[src/hdl/cmp_ctrl_regs.svh]
`ifndef CMP_CTRL_REGS_SVH
`define CMP_CTRL_REGS_SVH

// Control register field positions
`define CMP_BIT_ENABLE 3'd7
`define CMP_BIT_OUT 3'd6
`define CMP_BIT_RISE 3'd5
`define CMP_BIT_FALL 3'd4
`define CMP_POS_HI 3
`define CMP_POS_LO 2
`define CMP_NEG_HI 1
`define CMP_NEG_LO 0

// Reset value of each control register
`define CMP_CTRL_RESET 8'h00

`endif

[src/hdl/cmp_ctrl_pkg.sv]
package cmp_ctrl_pkg;

	// Hysteresis codes
	typedef enum logic [1:0] {
		HYST_OFF = 2'b00,
		HYST_2MV = 2'b01,
		HYST_4MV = 2'b10,
		HYST_10MV = 2'b11
	} hyst_type;

	// Port pin drive mode
	typedef enum logic {
		PIN_OPEN_DRAIN = 1'b0,
		PIN_PUSH_PULL = 1'b1
	} pin_mode_type;

endpackage

[src/hdl/dual_comparator_control.sv]
`include "cmp_ctrl_regs.svh"

// Function
// - Each comparator has its own enable bit
// - Disabled: routed pin low, interrupts suspended
// - Output state bit readable at any time
// - Interrupt requests on rising and falling edges
// - Falling edge sets the fall flag
// - Rising edge sets the rise flag independently
// - Flags stay set until software clears them
// - Comparator 0 selectable as reset source
// - Comparator 1 has no reset path
// - Low four bits select hysteresis
// - Comparator 1 mirrors comparator 0, own register
// - Output routable to port, open-drain or push-pull
// - Bits 7 enable, 6 out, 5 rise, 4 fall
// - Bits 3-2 positive, 1-0 negative hysteresis
module dual_comparator_control (
	input wire logic clk,
	input wire logic rst,
	input wire logic [1:0] ctrl_write,
	input wire logic [7:0] ctrl_wdata,
	input wire logic [1:0] cmp_raw,
	input wire logic cmp0_reset_sel,
	input wire logic [1:0] route_en,
	input wire logic [1:0] route_push_pull,
	output logic [7:0] cmp0_control_reg,
	output logic [7:0] cmp1_control_reg,
	output logic [1:0] cmp_power_en,
	output cmp_ctrl_pkg::hyst_type cmp0_pos_hyst_sel,
	output cmp_ctrl_pkg::hyst_type cmp0_neg_hyst_sel,
	output cmp_ctrl_pkg::hyst_type cmp1_pos_hyst_sel,
	output cmp_ctrl_pkg::hyst_type cmp1_neg_hyst_sel,
	output logic [1:0] rise_irq,
	output logic [1:0] fall_irq,
	output logic cmp0_reset_req,
	output logic [1:0] pin_out,
	output logic [1:0] pin_oe
);

	// ----------------------------------------
	// Storage
	// ----------------------------------------
	logic [1:0] enable;
	logic [1:0] rise_flag;
	logic [1:0] fall_flag;
	logic [3:0] hyst [2];
	logic [1:0] sync_a;
	logic [1:0] sync_b;
	logic [1:0] out_state;
	logic [1:0] rise_evt;
	logic [1:0] fall_evt;

	// ----------------------------------------
	// Helper functions
	// ----------------------------------------
	// Edge of a synchronised level against its one-cycle-old copy, gated by enable
	function automatic logic [1:0] edge_event(input logic [1:0] now_lvl,
		input logic [1:0] old_lvl, input logic [1:0] en);
		return now_lvl & ~old_lvl & en;
	endfunction

	// Next sticky flag: the event is or-ed in last, so a clear never hides it
	function automatic logic next_flag(input logic flag_now, input logic evt,
		input logic wr, input logic wr_bit);
		return evt | (flag_now & ~(wr & ~wr_bit));
	endfunction

	// Readback word in control register order
	function automatic logic [7:0] ctrl_word(input logic en, input logic out_lvl,
		input logic rise, input logic fall, input logic [3:0] hyst_bits);
		return {en, out_lvl, rise, fall, hyst_bits};
	endfunction

	// Positive hysteresis code from the low nibble
	function automatic cmp_ctrl_pkg::hyst_type pos_code(input logic [3:0] hyst_bits);
		return cmp_ctrl_pkg::hyst_type'(hyst_bits[`CMP_POS_HI:`CMP_POS_LO]);
	endfunction

	// Negative hysteresis code from the low nibble
	function automatic cmp_ctrl_pkg::hyst_type neg_code(input logic [3:0] hyst_bits);
		return cmp_ctrl_pkg::hyst_type'(hyst_bits[`CMP_NEG_HI:`CMP_NEG_LO]);
	endfunction

	// Output enable: push-pull always drives; open drain drives only a low level
	function automatic logic pin_drive_en(input logic routed, input logic push_pull,
		input logic level);
		return routed & (push_pull | ~level);
	endfunction

	// ----------------------------------------
	// Configuration
	// ----------------------------------------
	// Writable part of a control register
	always_ff @(posedge clk) begin
		for (int i = 0; i < 2; i++) begin
			if (rst) begin
				enable[i] <= 1'b0;
				hyst[i] <= 4'h0;
			end else if (ctrl_write[i]) begin
				enable[i] <= ctrl_wdata[`CMP_BIT_ENABLE];
				hyst[i] <= ctrl_wdata[`CMP_POS_HI:`CMP_NEG_LO];
			end
		end
	end

	// ----------------------------------------
	// Input synchroniser
	// ----------------------------------------
	// Two-stage synchroniser; sync_a feeds only sync_b, never any logic
	// out_state is a third stage, the old level that edge detection compares with
	always_ff @(posedge clk) begin
		if (rst) begin
			sync_a <= 2'h0;
			sync_b <= 2'h0;
			out_state <= 2'h0;
		end else begin
			sync_a <= cmp_raw;
			sync_b <= sync_a;
			out_state <= sync_b;
		end
	end

	// ----------------------------------------
	// Edge events
	// ----------------------------------------
	// Edges count only while enabled; a powered-down core must not flag
	assign rise_evt = edge_event(sync_b, out_state, enable);
	assign fall_evt = edge_event(out_state, sync_b, enable);

	// Sticky flags: event set wins over a software clear
	// Writing 1 to a flag bit keeps it; only a 0 clears, and a write never sets
	always_ff @(posedge clk) begin
		for (int i = 0; i < 2; i++) begin
			if (rst) begin
				rise_flag[i] <= 1'b0;
				fall_flag[i] <= 1'b0;
			end else if (rise_evt[i] || fall_evt[i] || ctrl_write[i]) begin
				rise_flag[i] <= next_flag(rise_flag[i], rise_evt[i], ctrl_write[i],
					ctrl_wdata[`CMP_BIT_RISE]);
				fall_flag[i] <= next_flag(fall_flag[i], fall_evt[i], ctrl_write[i],
					ctrl_wdata[`CMP_BIT_FALL]);
			end
		end
	end

	// ----------------------------------------
	// Registered outputs
	// ----------------------------------------
	// Readback word built from the stored state
	// The output bit shows the synchronised level, so it lags the core by three clocks
	always_ff @(posedge clk) begin
		if (rst) begin
			cmp0_control_reg <= `CMP_CTRL_RESET;
			cmp1_control_reg <= `CMP_CTRL_RESET;
		end else begin
			cmp0_control_reg <= ctrl_word(enable[0], sync_b[0], rise_flag[0], fall_flag[0],
				hyst[0]);
			cmp1_control_reg <= ctrl_word(enable[1], sync_b[1], rise_flag[1], fall_flag[1],
				hyst[1]);
		end
	end

	// Analog-side controls
	always_ff @(posedge clk) begin
		if (rst) begin
			cmp_power_en <= 2'h0;
			cmp0_pos_hyst_sel <= cmp_ctrl_pkg::HYST_OFF;
			cmp0_neg_hyst_sel <= cmp_ctrl_pkg::HYST_OFF;
			cmp1_pos_hyst_sel <= cmp_ctrl_pkg::HYST_OFF;
			cmp1_neg_hyst_sel <= cmp_ctrl_pkg::HYST_OFF;
		end else begin
			cmp_power_en <= enable;
			cmp0_pos_hyst_sel <= pos_code(hyst[0]);
			cmp0_neg_hyst_sel <= neg_code(hyst[0]);
			cmp1_pos_hyst_sel <= pos_code(hyst[1]);
			cmp1_neg_hyst_sel <= neg_code(hyst[1]);
		end
	end

	// Interrupt requests: level of each sticky flag, held off while disabled
	// Flags persist while disabled, so a pending request returns on enable
	always_ff @(posedge clk) begin
		if (rst) begin
			rise_irq <= 2'h0;
			fall_irq <= 2'h0;
		end else begin
			rise_irq <= rise_flag & enable;
			fall_irq <= fall_flag & enable;
		end
	end

	// ----------------------------------------
	// Reset routing
	// ----------------------------------------
	// Reset routing exists for comparator 0 only
	// Comparator 1 deliberately has no path to the reset request
	always_ff @(posedge clk) begin
		if (rst) begin
			cmp0_reset_req <= 1'b0;
		end else begin
			cmp0_reset_req <= cmp0_reset_sel & enable[0] & sync_b[0];
		end
	end

	// ----------------------------------------
	// Pin drive
	// ----------------------------------------
	// Pin drive: open drain only pulls low, so a high releases the pin
	always_ff @(posedge clk) begin
		for (int i = 0; i < 2; i++) begin
			if (rst) begin
				pin_out[i] <= 1'b0;
				pin_oe[i] <= 1'b0;
			end else begin
				pin_out[i] <= enable[i] & sync_b[i];
				pin_oe[i] <= pin_drive_en(route_en[i],
					route_push_pull[i] == cmp_ctrl_pkg::PIN_PUSH_PULL, enable[i] & sync_b[i]);
			end
		end
	end

endmodule // dual_comparator_control

[config.mk]
export PLATFORM = sky130hd
export DESIGN_NAME = dual_comparator_control
export DESIGN_NICKNAME = d
export VERILOG_FILES = /design/src/hdl/cmp_ctrl_pkg.sv /design/src/hdl/dual_comparator_control.sv
export VERILOG_INCLUDE_DIRS = /design/src /design/src/hdl
export SDC_FILE = /design/constraint.sdc
export NUM_CORES = 1
export LEC_CHECK = 0
export BUFFER_PORTS_ARGS = -buffer_cell sky130_fd_sc_hd__buf_2
export CAP_MARGIN = 15
export CORE_MARGIN = 4
export CORE_UTILIZATION = 47
export CTS_CLUSTER_DIAMETER = 100
export DETAILED_ROUTE_END_ITERATION = 10
export PLACE_DENSITY = 0.76
export SETUP_SLACK_MARGIN = 0.5
export SYNTH_ARGS = -nofsm -noshare
export SYNTH_HDL_FRONTEND = slang
export SYNTH_SLANG_ARGS = --single-unit
[constraint.sdc]
create_clock -name clk -period 1 [get_ports clk]
set_input_delay 0.05 -clock clk [delete_from_list [all_inputs] [get_ports clk]]
set_output_delay 0.05 -clock clk [all_outputs]
set_load 0.03 [all_outputs]
==> out/results.ini <==
[status]
status = finished, violations left
violations = hold timing

[cells_and_area]
nNetsFinal = 187
area_growth_pct = 51.0
final_layout_size_suffix_gt1_frac = 0.680
diodes = 0
final_common_cell = buf_6
final_cell_mix = buf_6 (38), dfxtp_2 (20), buf_2 (17)

[clocking]
cts_root_buf = clkbuf_4
clk_path_buf_depth = 2
h-tree-depth = 2
clk_pin_slew_worst_paths_ps = 120
insertion_delay_ps = 350
cts.sinks = 43
cts_buffers = 5
cts_tree = done

[global_routing]
grt_pass1_wl_mm = 4.62
grt_max_degree = 14
grt_pass1_vias = 1035
grt_usage = 0.154
antenna_found_initial = 0
grt_overflow_total = 0

[worst_setup_path]
cp-start-kind = register
ff2ff_path_depth = 2
worstPathMaxFanout = 2
worst-setup-path-type = reg2out
arrival_ps = 850
timing.rr.end = fall_flag[0]
cp_num_buf_inv = 1
critPathTopFamily = flip-flops
critPathSlowestCell = dfxtp_4
required_ps = 950
cp-end-kind = primary output
r2r_start = out_state[0]
cp_cell_sequence = buf_6
max_stage_delay_ps = 370
timing.reg2reg.setup_slack_ps = 170

[placement]
io_buffer_count = 52
gp_congestion = 0.738
hpwl_mm = 1.98
dp_worst_setup_slack_ps = 148

[min_path]
hold_path_class = in2reg
hold_end = sync_a[1]
hold_path_depth = 2
hold_path.startpoint = cmp_raw[1]

[routing]
via_per_inst = 4.80
wl_per_cell_um = 13.8
routed_wirelength_mm = 2.76
num_vias = 960
drc_errors = 0
dr.pass1.iters = 4
drt_iter0_drc = 11
postRouteAntennaNets = 0

[synth]
synthCells = 116
synthDistinctLibCells = 20
synth.avg_cell_area_sq_um = 12.3
yosysTopAreaCellShare = 0.492
synth-seq-area-share = 0.661
netlist_top_cells_area = dfxtp_1 (49%), edfxtp_1 (17%), nor2b_1 (8.8%)
ys_warn_count = 0
synth-seq-cells = 43
syn_nets = 135
synth_top_area_cell = dfxtp_1
netlist_area_sq_mm = 0.00142

[floorplan]
die_h_um = 63.0
ios = 54
dieWidth_um = 63.0
start_util = 0.503
row_count = 19
dieArea_sq_mm = 0.00397
core_sq_mm = 0.00283

[timing]
worstMarginPinSlew_ps = 217
finalHoldViolCount = 11
period_share = 0.903
min_period_ps = 903
fin_setup_tns_ps = 0
worst_slack_ps = 96.6
finClkSkew_ps = 10.9
setup_viol = 0
relSlewSlack = 0.856
report.final.slew_viol_count = 0
fmax_ghz = 1.11
rsz0062_at_grt = yes
holdWs_ps = -93.4

[pwr]
p_leak_nw = 0.934
vdd_drop_max_v = 0.00119
power-per-cell-area_mw_per_mm2 = 1500

[job]
maxCapViolations = 0

## stage by stage
step,instance area [sq um],power [mW],instances,util,hold slack [ps]
final,2150,3.22,200,0.760,-93.4
after global routing,2150,3.35,200,0.760,-107
after CTS,2100,3.24,199,0.744,-104
after detailed placement,1760,2.21,189,0.621,262
after global placement,1760,2.20,189,0.621,258
after floorplan,1590,2.16,116,-,176
## synthesized netlist by cell type
library cell / n
clkbuf_1: 1
nor2b_1: 20
dfxtp_1: 35
and3_1: 1
nand2_1: 1
o311a_1: 1
a22o_1: 2
buf_4: 11
or2_2: 2
and3b_1: 1
edfxtp_1: 8
mux2i_1: 2
inv_1: 5
nand2b_1: 4
and2_1: 12
o211a_1: 1
buf_6: 1
nor2b_2: 2
a32o_1: 2
nor2_1: 4
## worst max path at each step
stage	from	endpoint	slack, ps	depth (start not counted)
after detailed placement	rst	fall_flag[1]	150	4
after floorplan	rst	hyst[0][0]	220	3
after global routing	cmp0_control_reg[1]	cmp0_neg_hyst_sel[1]	60	1
final	cmp_power_en[0]	cmp0_control_reg[7]	100	1
after global placement	rst	fall_flag[1]	170	4
after CTS	cmp_power_en[0]	cmp_power_en[0]	80	1
## routing by layer
| layer | wire length (um) | share of wire | vias up | global-route usage |
|---|---|---|---|---|
| met5 | 0 | 0 | - | 0 |
| met4 | 61 | 0.022 | 0 | 0.0689 |
| met3 | 197 | 0.071 | 8 | 0.0683 |
| met2 | 1530 | 0.55 | 37 | 0.285 |
| met1 | 972 | 0.35 | 452 | 0.143 |
| li1 | - | - | 463 | - |
## cell families (layout without fill, tap and decap cells)
logic type / count (synthesis) / count (layout) / share of synthesized area
AOI/OAI and AO/OA: 6 / 6 / 0.0404
buffers and inverters: 18 / 71 / 0.0817
DFF: 43 / 43 / 0.661
muxes: 2 / 2 / 0.0141
and+or+nand+nor: 47 / 47 / 0.203
## repair_timing
| item | CTS | global route |
|---|---|---|
| setup endpoints to repair | 68 | 68 |
| setup buffers | 2 | 1 |
| hold endpoints to repair | 13 | 12 |
| gates resized for setup | 86 | 12 |
| pin swaps | 6 | 1 |
## area by class of cell
class                   count  area (sq um)
well taps                  31          38.8
fillers                   183           679
flip-flops and latches     43          1010
repair buffers             58           548
clock buffers               8          70.1
multi-input cells          55           459
inverters                   5          18.8
## power by group
group	internal, mW	switching (mW)	leakage [nW]
sequential	1.82	0.0405	0.390
clock	0.430	0.516	0.0377
combinational	0.201	0.210	0.506
Note: power is estimated with default switching activity, not from simulation.
